**src/hw/zisf_pkg.sv**
```systemverilog
package zisf_pkg;

   // Byte offsets of the register words
   localparam logic [7:0] ZISF_OFS_ZSTART_HI = 8'h00;
   localparam logic [7:0] ZISF_OFS_ZSTART_LO = 8'h04;
   localparam logic [7:0] ZISF_OFS_ZSTEP_HI  = 8'h08;
   localparam logic [7:0] ZISF_OFS_ZSTEP_LO  = 8'h0c;
   localparam logic [7:0] ZISF_OFS_FG        = 8'h10;
   localparam logic [7:0] ZISF_OFS_SLOPE     = 8'h14;
   localparam logic [7:0] ZISF_OFS_SPAN      = 8'h18;
   localparam logic [7:0] ZISF_OFS_PATTERN   = 8'h1c;
   localparam logic [7:0] ZISF_OFS_RED_STEP  = 8'h20;
   localparam logic [7:0] ZISF_OFS_BLUE_STEP = 8'h24;
   localparam logic [7:0] ZISF_OFS_CTRL      = 8'h28;
   localparam logic [7:0] ZISF_OFS_STATUS    = 8'h2c;
   localparam logic [7:0] ZISF_OFS_ZACC_LO   = 8'h30;
   localparam logic [7:0] ZISF_OFS_ZACC_HI   = 8'h34;
   localparam logic [7:0] ZISF_OFS_MASK      = 8'hfc;

   // Field positions and widths
   localparam int ZISF_STENCIL_MSB = 31;
   localparam int ZISF_STENCIL_LSB = 24;
   localparam int ZISF_HI_INT_MSB  = 3;
   localparam int ZISF_LO_INT_LSB  = 12;
   localparam int ZISF_FRAC_W      = 12;
   localparam int ZISF_INT_W       = 24;
   localparam int ZISF_Z_W         = 36;
   localparam int ZISF_CNT_W       = 16;
   localparam int ZISF_MODE_MSB    = 2;
   localparam int ZISF_KEEPZ_BIT   = 3;

   // Reset values, unit count and top mode code
   localparam logic [31:0] ZISF_RST_WORD = 32'h0000_0000;
   localparam logic [31:0] ZISF_RST_FG   = 32'h0000_0000;
   localparam logic [15:0] ZISF_CNT_ONE  = 16'h0001;
   localparam logic [2:0]  ZISF_MODE_TOP = 3'h6;

   // Pixel substitution modes
   typedef enum logic [2:0] {
      ZISF_SIMPLE, ZISF_TSTIP, ZISF_OSTIP, ZISF_TLINE, ZISF_OLINE, ZISF_TFILL, ZISF_OFILL
   } zisf_mode_t;

   // Interpolator states
   typedef enum logic {ZISF_IDLE, ZISF_RUN} zisf_zstate_t;

endpackage : zisf_pkg

```
**src/hw/zisf_regs_top.sv**
```systemverilog
`timescale 1ns/1ps
module zisf_regs_top
   import zisf_pkg::*;
(
   input  wire logic        clk,
   input  wire logic        resetn,
   input  wire logic        hsel,
   input  wire logic [31:0] haddr,
   input  wire logic [1:0]  htrans,
   input  wire logic        hwrite,
   input  wire logic [2:0]  hsize,
   input  wire logic [31:0] hwdata,
   input  wire logic        hready,
   output logic      [31:0] hrdata,
   output logic             hreadyout,
   output logic             hresp,
   input  wire logic        zStep,
   input  wire logic        fbWrite,
   input  wire logic [31:0] fbData,
   input  wire logic        ctWrite,
   input  wire logic [31:0] ctData,
   output logic      [35:0] zValue,
   output logic      [31:0] depthWord,
   output logic      [7:0]  stencilRef,
   output logic             zBusy,
   output logic      [31:0] fgColour,
   output logic      [31:0] substMask,
   output logic             substValid
);
   // Bus phase tracking
   logic        wrPend_ff;
   logic [7:0]  wrAddr_ff;
   logic [31:0] hrdata_ff;
   logic        addrPhase;
   logic        rdPhase;
   logic [7:0]  rdAddr;

   // Stored register fields
   logic [7:0]  stencil_ff;
   logic [3:0]  zStartTop_ff;
   logic [31:0] zStartLow_ff;
   logic [3:0]  zStepTop_ff;
   logic [31:0] zStepLow_ff;
   logic [31:0] fg_ff;
   logic [31:0] pattern_ff;
   zisf_mode_t  mode_ff;
   logic        keepZ_ff;

   // Next values
   logic [7:0]  nxt_stencil;
   logic [3:0]  nxt_zStartTop;
   logic [31:0] nxt_zStartLow;
   logic [3:0]  nxt_zStepTop;
   logic [31:0] nxt_zStepLow;
   logic [31:0] nxt_fg;
   logic [31:0] nxt_pattern;
   zisf_mode_t  nxt_mode;
   logic        nxt_keepZ;
   logic [31:0] nxt_rdata;

   // Write strobes in the data phase
   logic        wrZHi;
   logic        wrZLo;
   logic        wrSHi;
   logic        wrSLo;
   logic        wrFg;
   logic        wrPat;
   logic        wrCtrl;
   logic        startWr;
   logic        modeOk;

   // Interpolator view
   logic [35:0] zStartVal;
   logic [35:0] zStepVal;
   logic [35:0] zAcc;
   logic [35:0] zInc;
   logic [15:0] zRemain;
   logic [31:0] ctrlWord;
   logic [31:0] statusWord;

   // Address phase decode; only the low byte selects a word
   assign addrPhase = hsel && htrans[1] && hready;
   assign rdPhase   = addrPhase && !hwrite;
   assign rdAddr    = haddr[7:0] & ZISF_OFS_MASK;

   // Zero-wait slave, always OKAY
   assign hreadyout = 1'b1;
   assign hresp     = 1'b0;
   assign hrdata    = hrdata_ff;

   // Capture address phase of a write
   always_ff @(posedge clk or negedge resetn) begin
      if (!resetn) begin
         wrPend_ff <= 1'b0;
         wrAddr_ff <= '0;
      end else begin
         wrPend_ff <= addrPhase && hwrite;
         if (addrPhase) wrAddr_ff <= rdAddr;
      end
   end

   // Data phase strobes; unmapped offsets match none
   assign wrZHi  = wrPend_ff && (wrAddr_ff == ZISF_OFS_ZSTART_HI);
   assign wrZLo  = wrPend_ff && (wrAddr_ff == ZISF_OFS_ZSTART_LO);
   assign wrSHi  = wrPend_ff && (wrAddr_ff == ZISF_OFS_ZSTEP_HI);
   assign wrSLo  = wrPend_ff && (wrAddr_ff == ZISF_OFS_ZSTEP_LO);
   assign wrPat  = wrPend_ff && (wrAddr_ff == ZISF_OFS_PATTERN);
   assign wrCtrl = wrPend_ff && (wrAddr_ff == ZISF_OFS_CTRL);
   assign wrFg   = wrPend_ff && ((wrAddr_ff == ZISF_OFS_FG) ||
                                 (wrAddr_ff == ZISF_OFS_RED_STEP) ||
                                 (wrAddr_ff == ZISF_OFS_BLUE_STEP));
   assign startWr = wrPend_ff && ((wrAddr_ff == ZISF_OFS_SLOPE) ||
                                  (wrAddr_ff == ZISF_OFS_SPAN));

   // Field updates; reserved bits are simply not stored
   // stencil reference field
   assign nxt_stencil   = wrZHi ? hwdata[ZISF_STENCIL_MSB:ZISF_STENCIL_LSB] : stencil_ff;
   assign nxt_zStartTop = wrZHi ? hwdata[ZISF_HI_INT_MSB:0] : zStartTop_ff;
   assign nxt_zStartLow = wrZLo ? hwdata : zStartLow_ff;
   assign nxt_zStepTop  = wrSHi ? hwdata[ZISF_HI_INT_MSB:0] : zStepTop_ff;
   assign nxt_zStepLow  = wrSLo ? hwdata : zStepLow_ff;
   assign nxt_fg        = wrFg ? hwdata : fg_ff;
   assign nxt_pattern   = wrPat ? hwdata : pattern_ff;
   // Illegal mode codes fall back to plain writes
   assign modeOk        = (hwdata[ZISF_MODE_MSB:0] <= ZISF_MODE_TOP);
   assign nxt_mode      = !wrCtrl ? mode_ff :
                          modeOk  ? zisf_mode_t'(hwdata[ZISF_MODE_MSB:0]) : ZISF_SIMPLE;
   assign nxt_keepZ     = wrCtrl ? hwdata[ZISF_KEEPZ_BIT] : keepZ_ff;

   // Register storage
   // cleared at reset
   always_ff @(posedge clk or negedge resetn) begin
      if (!resetn) begin
         stencil_ff   <= ZISF_RST_WORD[7:0];
         zStartTop_ff <= ZISF_RST_WORD[3:0];
         zStartLow_ff <= ZISF_RST_WORD;
         zStepTop_ff  <= ZISF_RST_WORD[3:0];
         zStepLow_ff  <= ZISF_RST_WORD;
         fg_ff        <= ZISF_RST_FG;
         pattern_ff   <= ZISF_RST_WORD;
         mode_ff      <= ZISF_SIMPLE;
         keepZ_ff     <= 1'b0;
      end else begin
         stencil_ff   <= nxt_stencil;
         zStartTop_ff <= nxt_zStartTop;
         zStartLow_ff <= nxt_zStartLow;
         zStepTop_ff  <= nxt_zStepTop;
         zStepLow_ff  <= nxt_zStepLow;
         fg_ff        <= nxt_fg;
         pattern_ff   <= nxt_pattern;
         mode_ff      <= nxt_mode;
         keepZ_ff     <= nxt_keepZ;
      end
   end

   // 24.12 operands assembled from the two words
   // start integer and fraction
   assign zStartVal = {zStartTop_ff, zStartLow_ff};
   assign zStepVal  = {zStepTop_ff, zStepLow_ff};

   // Interpolator; count comes from the low half of the start write
   zisf_z_interp u_interp (
      .clk       (clk),
      .resetn    (resetn),
      .load      (startWr),
      .loadStart (!keepZ_ff),
      .startVal  (zStartVal),
      .incVal    (zStepVal),
      .count     (hwdata[ZISF_CNT_W-1:0]),
      .stepEn    (zStep),
      .acc_ff    (zAcc),
      .inc_ff    (zInc),
      .remain_ff (zRemain),
      .busy      (zBusy)
   );

   // Substitution mask tracking
   zisf_subst u_subst (
      .clk           (clk),
      .resetn        (resetn),
      .mode          (mode_ff),
      .opStart       (startWr),
      .pattern       (pattern_ff),
      .fbWrite       (fbWrite),
      .fbData        (fbData),
      .ctWrite       (ctWrite),
      .ctData        (ctData),
      .substMask_ff  (substMask),
      .substValid_ff (substValid)
   );

   // Outputs to the pixel pipe
   assign zValue     = zAcc;
   assign stencilRef = stencil_ff;
   assign fgColour   = fg_ff;
   assign depthWord  = {stencil_ff, zAcc[ZISF_Z_W-1:ZISF_FRAC_W]};

   // Read words; writable fields built from next values so a write right before is seen
   assign ctrlWord   = {28'h0000000, nxt_keepZ, nxt_mode};
   assign statusWord = {zRemain, 15'h0000, zBusy};
   assign nxt_rdata =
      (rdAddr == ZISF_OFS_ZSTART_HI) ? {nxt_stencil, 20'h00000, nxt_zStartTop} :
      (rdAddr == ZISF_OFS_ZSTART_LO) ? nxt_zStartLow :
      (rdAddr == ZISF_OFS_ZSTEP_HI)  ? {28'h0000000, nxt_zStepTop} :
      (rdAddr == ZISF_OFS_ZSTEP_LO)  ? nxt_zStepLow :
      (rdAddr == ZISF_OFS_FG)        ? nxt_fg :
      (rdAddr == ZISF_OFS_RED_STEP)  ? nxt_fg :
      (rdAddr == ZISF_OFS_BLUE_STEP) ? nxt_fg :
      (rdAddr == ZISF_OFS_PATTERN)   ? nxt_pattern :
      (rdAddr == ZISF_OFS_CTRL)      ? ctrlWord :
      (rdAddr == ZISF_OFS_STATUS)    ? statusWord :
      (rdAddr == ZISF_OFS_ZACC_LO)   ? zAcc[31:0] :
      (rdAddr == ZISF_OFS_ZACC_HI)   ? {28'h0000000, zAcc[35:32]} : ZISF_RST_WORD;

   // Read data registered at the end of the address phase
   always_ff @(posedge clk or negedge resetn) begin
      if (!resetn) hrdata_ff <= '0;
      else if (rdPhase) hrdata_ff <= nxt_rdata;
   end
endmodule : zisf_regs_top

```
**src/hw/zisf_z_interp.sv**
```systemverilog
`timescale 1ns/1ps
module zisf_z_interp
   import zisf_pkg::*;
(
   input  wire logic                  clk,
   input  wire logic                  resetn,
   input  wire logic                  load,
   input  wire logic                  loadStart,
   input  wire logic [ZISF_Z_W-1:0]   startVal,
   input  wire logic [ZISF_Z_W-1:0]   incVal,
   input  wire logic [ZISF_CNT_W-1:0] count,
   input  wire logic                  stepEn,
   output logic      [ZISF_Z_W-1:0]   acc_ff,
   output logic      [ZISF_Z_W-1:0]   inc_ff,
   output logic      [ZISF_CNT_W-1:0] remain_ff,
   output logic                       busy
);
   zisf_zstate_t            state_ff;
   zisf_zstate_t            nxt_state;
   logic [ZISF_Z_W-1:0]     nxt_acc;
   logic [ZISF_Z_W-1:0]     nxt_inc;
   logic [ZISF_CNT_W-1:0]   nxt_remain;

   // Step sequencing; a fresh load restarts even a running operation
   always_comb begin
      nxt_state  = state_ff;
      nxt_acc    = acc_ff;
      nxt_inc    = inc_ff;
      nxt_remain = remain_ff;
      case (state_ff)
         ZISF_IDLE: nxt_state = ZISF_IDLE;
         ZISF_RUN: begin
            if (stepEn) begin
               nxt_acc    = acc_ff + inc_ff;
               nxt_remain = remain_ff - ZISF_CNT_ONE;
               if (remain_ff == ZISF_CNT_ONE) nxt_state = ZISF_IDLE;
            end
         end
         default: nxt_state = ZISF_IDLE;
      endcase
      if (load) begin
         nxt_inc    = incVal;
         if (loadStart) nxt_acc = startVal;
         nxt_remain = count;
         nxt_state  = (count != '0) ? ZISF_RUN : ZISF_IDLE;
      end
   end

   // Interpolator state
   always_ff @(posedge clk or negedge resetn) begin
      if (!resetn) begin
         state_ff  <= ZISF_IDLE;
         acc_ff    <= '0;
         inc_ff    <= '0;
         remain_ff <= '0;
      end else begin
         state_ff  <= nxt_state;
         acc_ff    <= nxt_acc;
         inc_ff    <= nxt_inc;
         remain_ff <= nxt_remain;
      end
   end

   assign busy = (state_ff == ZISF_RUN);

endmodule : zisf_z_interp

```
**src/hw/zisf_subst.sv**
```systemverilog
`timescale 1ns/1ps
module zisf_subst
   import zisf_pkg::*;
(
   input  wire logic        clk,
   input  wire logic        resetn,
   input  wire zisf_mode_t  mode,
   input  wire logic        opStart,
   input  wire logic [31:0] pattern,
   input  wire logic        fbWrite,
   input  wire logic [31:0] fbData,
   input  wire logic        ctWrite,
   input  wire logic [31:0] ctData,
   output logic      [31:0] substMask_ff,
   output logic             substValid_ff
);
   logic        substMode;
   logic        fillMode;
   logic [31:0] nxt_mask;
   logic        nxt_valid;

   assign substMode = (mode != ZISF_SIMPLE);
   assign fillMode  = (mode == ZISF_TFILL) || (mode == ZISF_OFILL);
   assign nxt_mask  = opStart  ? pattern :
                      ctWrite  ? ctData  :
                      fillMode ? pattern : fbData;
   assign nxt_valid = substMode && (opStart || fbWrite || ctWrite);

   // Mask holds between events so downstream can sample late
   always_ff @(posedge clk or negedge resetn) begin
      if (!resetn) begin
         substMask_ff  <= '0;
         substValid_ff <= 1'b0;
      end else begin
         substValid_ff <= nxt_valid;
         if (nxt_valid) substMask_ff <= nxt_mask;
      end
   end

endmodule : zisf_subst

```
**config.mk**
```make
export PLATFORM = sky130hd
export DESIGN_NAME = zisf_regs_top
export DESIGN_NICKNAME = d
export VERILOG_FILES = /design/src/hw/zisf_pkg.sv /design/src/hw/zisf_regs_top.sv /design/src/hw/zisf_z_interp.sv /design/src/hw/zisf_subst.sv
export SDC_FILE = /design/constraint.sdc
export NUM_CORES = 1
export LEC_CHECK = 0
export BUFFER_PORTS_ARGS = -buffer_cell sky130_fd_sc_hd__buf_2
export CAP_MARGIN = 20
export CORE_MARGIN = 4
export CORE_UTILIZATION = 45
export DETAILED_ROUTE_END_ITERATION = 12
export GPL_ROUTABILITY_DRIVEN = 0
export HOLD_SLACK_MARGIN = 0.06
export PLACE_DENSITY_LB_ADDON = 0.25
export SYNTH_ARGS = -nofsm -noshare
export SYNTH_HDL_FRONTEND = slang
export SYNTH_SLANG_ARGS = --single-unit
```
**constraint.sdc**
```tcl
create_clock -name clk -period 5.6 [get_ports clk]
set_input_delay 0 -clock clk [delete_from_list [all_inputs] [get_ports clk]]
set_output_delay 0 -clock clk [all_outputs]
set_load 0.02 [all_outputs]
```
==> summary.md, run 1 <==
| Metric | Value |
|---|---|
| Worst Path Arrival | just over 4 ns |
| Cell-internal power | 4.762 mW |
| Initial antenna violation count | 2 |
| CP max-delay cell | a311oi_1 |
| PnR worst setup slack | 1.973 ns |
| Switching power total | between 2 and 2.5 mW |
| CTS tree | built |
| Placeable Area | between 0.03 and 0.04 sq mm |
| FFs w/ async S/R, synth | 1.000 |
| Die Width | 195.7 microns |
| RSZ-0062 raised after global routing | false |
| PD cells | between 300 and 400 mW/mm^2 |
| Detailed Place HPWL | 33.94 mm |
| Area leader, netlist | dfrtp_1 |
| Clock Power Share | 0.337 |
| Combinational power share | 0.252 |
| Initial DRC count | about 1100 |
| Vias in the first global route | 13260 |
| EDFF count, synth | 0 |
| Max clock buf depth | 3 |
| Kind of critical path | flip-flop to flip-flop |
| Mapped Area | between 0.015 and 0.02 sq mm |
| Row count | 68 |
| Critical path startpoint category | flip-flop |
| Most used DFF post-synth | dfrtp_1 |
| Vias | ~13000 |
| Post_cts resized | 0 |
| Clk Latency, worst-skew pair | 0.53 ns |
| Min-Delay Path Class | input port to flip-flop |
| Critical Path Max Stage Delay | 0.60 ns |
| Sequential share of the synthesized area | 0.4876 |
| Fin crit period | approximately 3.6 ns |
| Fin. max-slew vios | 0 |
| CTS H-Tree Depth | 2 |
| Crit end category | flip-flop |
| Peak VDD IR | 0.1830 mV |
| Clk_skew | 0.02473 ns |
| Worst-Margin Slew | 1.102 ns |
| Largest net degree at the start of global routing | roughly 190 |
| Max Freq | around 0.28 GHz |
| Total gr overflow | 0 |
| Critical path data required time | 6.00 ns |
| Vias per inst | approximately 5.7 |
| First-pass DRT Iterations | 6 |
| First-pass GRT wire length | 76.76 mm |
| Number of distinct library cells after synthesis | 66 |
| YS warnings | 0 |
| Critical path, cell by cell | ha_1 -> inv_1 -> fa_1 -> and2b_1 -> o31a_1 -> o211ai_1 -> a311oi_1 -> a22oi_2 -> o21ai_1 -> a41oi_1 -> a21oi_1 -> xnor2_1 -> o22ai_1 |
| Post-place setup slack | 2.055 ns |
| Final WL | roughly 50 mm |
| Clock slew at reported path FFs | 0.06 ns |
| Max cap viols | 0 |
| Final period util | 0.6477 |
| P_leak | between 9 and 10 nW |
| Hold_ws | 0.09359 ns |
| Clock sink count | 309 |
| Max Fanout on Critical Path | 5 |
| Final setup viols | 0 |
| Layout cells sized above 1 | 0.3084 |
| Syn avg cell area | 10.54 sq um |
| Final Hold Fails | 0 |
| Diodes inserted | 0 |
| Commonest non-fill, non-tap cell in the layout | dfrtp_1 |
| Area share of the largest cell type after synthesis | 0.4876 |
| P&R area growth vs syn | 24.84% |
| Post-Synthesis Net Count | about 1700 |
| Die Y | 195.7 microns |
| Launch point of the worst reg-to-reg path | u_interp.acc_ff[0] |
| Post-synthesis cell count | about 1500 |
| Final TNS setup | 0 ns |
| Clk root buf | clkbuf_16 |
| WL/cell | 21.55 microns |
| PortBufs | 284 |
| Layout net count | 2010 |
| DRC Markers | 0 |
| Sw Ratio | 0.3375 |
| Die Area | 0.03831 sq mm |
| CP Buf/Inv Count | 1 |
| Reg power frac | 0.412 |
| Final Core Density | 0.5717 |
| Worst Setup SP | u_interp.acc_ff[0] |
| Top post-synthesis cells by area | dfrtp_1 (49%), mux2_2 (13%), nand2_1 (4.4%) |
| Gr usage total | 0.2524 |
| Most frequent cells in the layout | dfrtp_1 (309), buf_2 (283), nand2_1 (186), mux2_2 (185), o21ai_0 (132) |
| Hold Crit Start | hready |
| Relative slew slack | 0.2651 |
| Antenna-violating nets left | 0 |
| Status | finished clean |
| CTS buffer count | 36 |
| Initial Utilization | 0.4580 |
| Cell family with the largest share of critical-path delay | compound AO/OA/AOI/OAI gates |
| IO Pins | 317 |
| #FFs+latches synth | a little over 300 |
==> per-stage QoR <==
stage / power, mW / std cells / cell area [sq um]
final: 7.188 / 2313 / 19800
after global routing: 7.529 / 2313 / 19800
after CTS: 7.234 / 2311 / 19770
after detailed placement: 4.719 / 2136 / 17440
after global placement: 4.681 / 2136 / 17440
after floorplan: 4.077 / 1504 / 15860
==> kinds of logic (layout without fill, tap and decap cells) <==
kind of cell             after synthesis  in the layout  synth area share
other                                  2              2         0.0004735
AO/OA/AOI/OAI                        387            387            0.1582
multiplexers                         221            221            0.1542
adder cells (fa/ha/maj)               38             38           0.03045
buffers and inverters                140            494           0.04355
XOR/XNOR                              43             43           0.02375
AND/OR/NAND/NOR                      364            364            0.1019
flip-flops                           309            309            0.4876
==> cell type report <==
cell class / instances / area, sq um
Tap cell: 455 / 569.3
Fill cell: 2986 / 14830
Clock inverter: 15 / 166.4
Sequential cell: 309 / 7732
Clock buffer: 50 / 1065
Multi-Input combinational cell: 1055 / 7505
Inverter: 16 / 60.06
Timing Repair Buffer: 413 / 2700
==> synth_stat cells, types with 3 or more instances <==
library cell  number
nand2_1          187
o311a_1            4
a221o_1           24
o21ai_1            3
nand3_1           15
o21a_1             8
xnor2_1           29
buf_2             12
nor4_1             7
a22oi_1            4
nor2_1            78
o21bai_1           4
o2bb2ai_1          4
mux2_2           185
xor2_1            14
a21o_1            26
ha_1              37
inv_1             16
a32oi_1            8
a21oi_1           82
a221oi_1          15
nand2b_1          16
o22ai_1            4
a21boi_0           3
or3_1              5
clkbuf_1          63
a2bb2oi_1          4
buf_1              9
dfrtp_1          309
and2_1             4
o21ai_0          132
or2_2              3
nor2b_1            4
and3_1            11
mux2i_1           35
buf_4             40
a211o_1            3
a31oi_1           23
nand4b_1           3
o31a_1             4
and4_1             4
nor3_1            16
a222oi_1          14
o211ai_1           6
==> registers in the layout (all words and copies together) (netlist names), 16 cells and up <==
signal                cells
pattern_ff               32
u_interp.remain_ff       16
zStartLow_ff             32
u_interp.acc_ff          36
u_interp.inc_ff          36
hrdata                   32
zStepLow_ff              32
u_subst.substMask_ff     32
fgColour                 32
==> power groups by stage <==
stage	registers, mW	logic, mW	clock network, mW
floorplan	3.14	0.938	0
global placement	2.98	1.70	0
detailed placement	2.99	1.73	0
CTS	2.96	1.81	2.47
global route	3.00	1.97	2.56
finish	2.96	1.81	2.42
==> per-layer routing <==
layer / GRT usage / share of wire / vias to the layer above
met5: 0 / 0 / -
met4: 0.05431 / 0.019 / 0
met3: 0.05186 / 0.077 / 62
met2: 0.3999 / 0.45 / 485
met1: 0.3624 / 0.45 / 6524
li1: - / - / 6079
==> tightest hold or removal path, delay by kind of cell <==
| family | cells | cell delay, ns |
|---|---|---|
| simple gates | 2 | 0.39 |
| buf+inv | 1 | 0.10 |
| compound gates | 1 | 0.08 |
==> final timing paths <==
path	slack (ns)	cells past startpoint	end
max reg2reg	1.97	13	u_interp.acc_ff[34]
max in group asynchronous	3.93	3	zStartLow_ff[23]
max	1.97	13	u_interp.acc_ff[34]
min reg2reg	0.47	2	u_interp.acc_ff[29]
min	0.09	4	wrAddr_ff[2]
min in group asynchronous	0.14	2	fgColour[4]
==> timing repair <==
| action | 4_1_cts | 5_1_grt |
|---|---|---|
| hold buffers | 110 | 0 |
| setup buffers | 0 | 0 |
| endpoints found under the hold margin | 343 | 0 |
| setup endpoints to repair | 0 | 0 |
Note: power is estimated with default switching activity, not from simulation.
==> inputs of run 2 (changes only) <==
==> constraint.sdc (replaced) <==
create_clock -name clk -period 3.65 [get_ports clk]
set_input_delay 0 -clock clk [delete_from_list [all_inputs] [get_ports clk]]
set_output_delay 0 -clock clk [all_outputs]
set_load 0.02 [all_outputs]
==> summary.md, run 2 (same netlist as run 1, synthesis figures left out) <==
| Metric | Value |
|---|---|
| Crit end category | flip-flop |
| CTS tree | built |
| Max Freq | 0.3030 GHz (+9.9%) |
| Antenna-violating nets left | 0 (unchanged) |
| Total gr overflow | 0 (unchanged) |
| Peak VDD IR | 0.4367 mV (+140%) |
| WL/cell | 22.15 microns (+2.8%) |
| Combinational power share | 0.248 (-0.004) |
| P_leak | 10.05 nW (+1.4%) |
| Sw Ratio | 0.3302 (-0.007323) |
| Kind of critical path | flip-flop to flip-flop |
| Largest net degree at the start of global routing | 121 (-35%) |
| First-pass DRT Iterations | 6 (unchanged) |
| Worst-Margin Slew | 1.073 ns (-0.02901 ns) |
| Vias in the first global route | 13520 (+2.0%) |
| Clock slew at reported path FFs | 0.06 ns (about the same) |
| Clock Power Share | 0.353 (+0.016) |
| Die Y | 195.7 microns (unchanged) |
| Switching power total | 3.748 mW (+54%) |
| Clk_skew | 0.01382 ns (-0.01091 ns) |
| IO Pins | 317 (unchanged) |
| Final period util | 0.9042 (+0.2565) |
| Die Area | 0.03831 sq mm (unchanged) |
| Clock sink count | 309 (unchanged) |
| Footprint of the multi-input gates | 0.007497 sq mm (-0.10%) |
| Vias per inst | 5.724 (+0.68%) |
| Vias | 13310 (+1.2%) |
| PD cells | 566.3 mW/mm^2 (+56%) |
| FF+latch area | 0.007732 sq mm (unchanged) |
| RSZ-0062 raised after global routing | false |
| Max cap viols | 0 (unchanged) |
| Relative slew slack | 0.2849 (+0.01975) |
| Diodes inserted | 0 (unchanged) |
| Detailed Place HPWL | 35.57 mm (+4.8%) |
| DRC Markers | 0 (unchanged) |
| Min-Delay Path Class | input port to flip-flop |
| Final Power | 11.35 mW (+58%) |
| Final WL | 51.49 mm (+3.3%) |
| Critical path data required time | 4.05 ns (-1.95 ns) |
| Initial antenna violation count | 2 (unchanged) |
| Layout fillers | 2929 (-1.9%) |
| Commonest non-fill, non-tap cell in the layout | dfrtp_1 |
| Layout net count | 2025 (+0.75%) |
| Status | finished clean |
| First-pass GRT wire length | 79.07 mm (+3.0%) |
| Max Fanout on Critical Path | 4 (-1) |
| Initial DRC count | 1214 (+5.8%) |
| Final setup viols | 0 (unchanged) |
| Final Hold Fails | 0 (unchanged) |
| Critical path startpoint category | flip-flop |
| P&R area growth vs syn | 26.39% |
| Worst Path Arrival | 3.70 ns (-0.33 ns) |
| PortBufs | 284 (unchanged) |
| Final TNS setup | 0 ns (unchanged) |
| Clk root buf | clkbuf_16 |
| Biggest regs | u_interp.acc_ff: 36 flops, u_interp.inc_ff: 36 flops |
| Row count | 68 (unchanged) |
| Die Width | 195.7 microns (unchanged) |
| Hold_ws | 0.07228 ns (-0.02131 ns) |
| Initial Utilization | 0.4580 (unchanged) |
| Placeable Area | 0.03463 sq mm (unchanged) |
| Cell-internal power | 7.603 mW (+60%) |
| Fin crit period | 3.300 ns (-0.3267 ns) |
| CTS H-Tree Depth | 2 (unchanged) |
| Reg power frac | 0.399 (-0.013) |
| Fin. max-slew vios | 0 (unchanged) |
| Gr usage total | 0.2609 (+0.008454) |
| Max clock buf depth | 3 (unchanged) |
| Layout cells sized above 1 | 0.3118 (+0.003369) |
| CTS buffer count | 35 (-2.8%) |
| Clk Latency, worst-skew pair | 0.52 ns (about the same) |
| Most frequent cells in the layout | dfrtp_1 (309), buf_2 (283), nand2_1 (186), mux2_2 (185), o21ai_0 (132) |
-- run 2: worst max-delay path, stage by stage, from the launching register on --
cell	delay (ns)
dfrtp_1	0.40
ha_1	0.25
inv_1	0.08
fa_1	0.17
and2b_1	0.20
o31a_1	0.31
o211ai_1	0.35
a311oi_1	0.15
buf_4	0.18
a22oi_2	0.21
o21ai_1	0.15
a41oi_1	0.33
nand2b_1	0.12
xnor2_1	0.18
o22ai_1	0.10
-- run 2: path summary, 6_finish.rpt --
kind                                    start                  end  slack [ns]  cells after the start
setup / recovery           u_interp.acc_ff[0]  u_interp.acc_ff[32]        0.35                     14
hold / removal                         hready         wrAddr_ff[2]        0.07                      4
setup reg to reg           u_interp.acc_ff[0]  u_interp.acc_ff[32]        0.35                     14
hold reg to reg                     hrdata[6]            hrdata[6]        0.47                      1
max in group asynchronous              resetn           hrdata[30]        2.53                      3
min in group asynchronous              resetn          fgColour[5]        0.18                      2
-- run 2: layout make-up --
class                           count  share of cell area
Clock buffer                       48             0.05175
Clock inverter                     13             0.01323
Inverter                           16            0.002996
Multi-Input combinational cell   1055              0.3740
Sequential cell                   309              0.3858
Tap cell                          455             0.02840
Timing Repair Buffer              429              0.1438
-- run 2: power by group through the flow --
stage	Clock (mW)	Sequential (mW)	Combinational [mW]
global placement	0	4.55	2.66
finish	4.00	4.53	2.82
floorplan	0	4.82	1.44
CTS	4.05	4.52	2.82
global route	4.20	4.59	3.06
detailed placement	0	4.58	2.70
-- run 2: routing by layer --
layer | GRT usage | routed length (microns) | up-vias
li1 | - | - | 6101
met1 | 0.3683 | 22370 | 6576
met2 | 0.4197 | 23660 | 552
met3 | 0.04809 | 4256 | 79
met4 | 0.06568 | 1203 | 0
met5 | 0 | 0 | -
-- run 2: metrics by stage --
stage          worst slack, ns  cells    util  area (sq um)
2_1_floorplan           0.8269   1504       -         15860
3_3_place_gp            0.4711   2154  0.5094         17640
3_5_place_dp            0.4143   2154  0.5094         17640
4_1_cts                 0.3629   2325  0.5788         20040
5_1_grt                 0.1815   2325  0.5788         20040
6_report                0.3496   2325  0.5788         20040
-- run 2: repair_timing --
item | in CTS | in global routing
hold endpoints to repair | 340 | 0
hold buffers | 110 | 0
setup buffers | 0 | 0
resized for setup | 0 | 0
setup endpoints to repair | 0 | 0
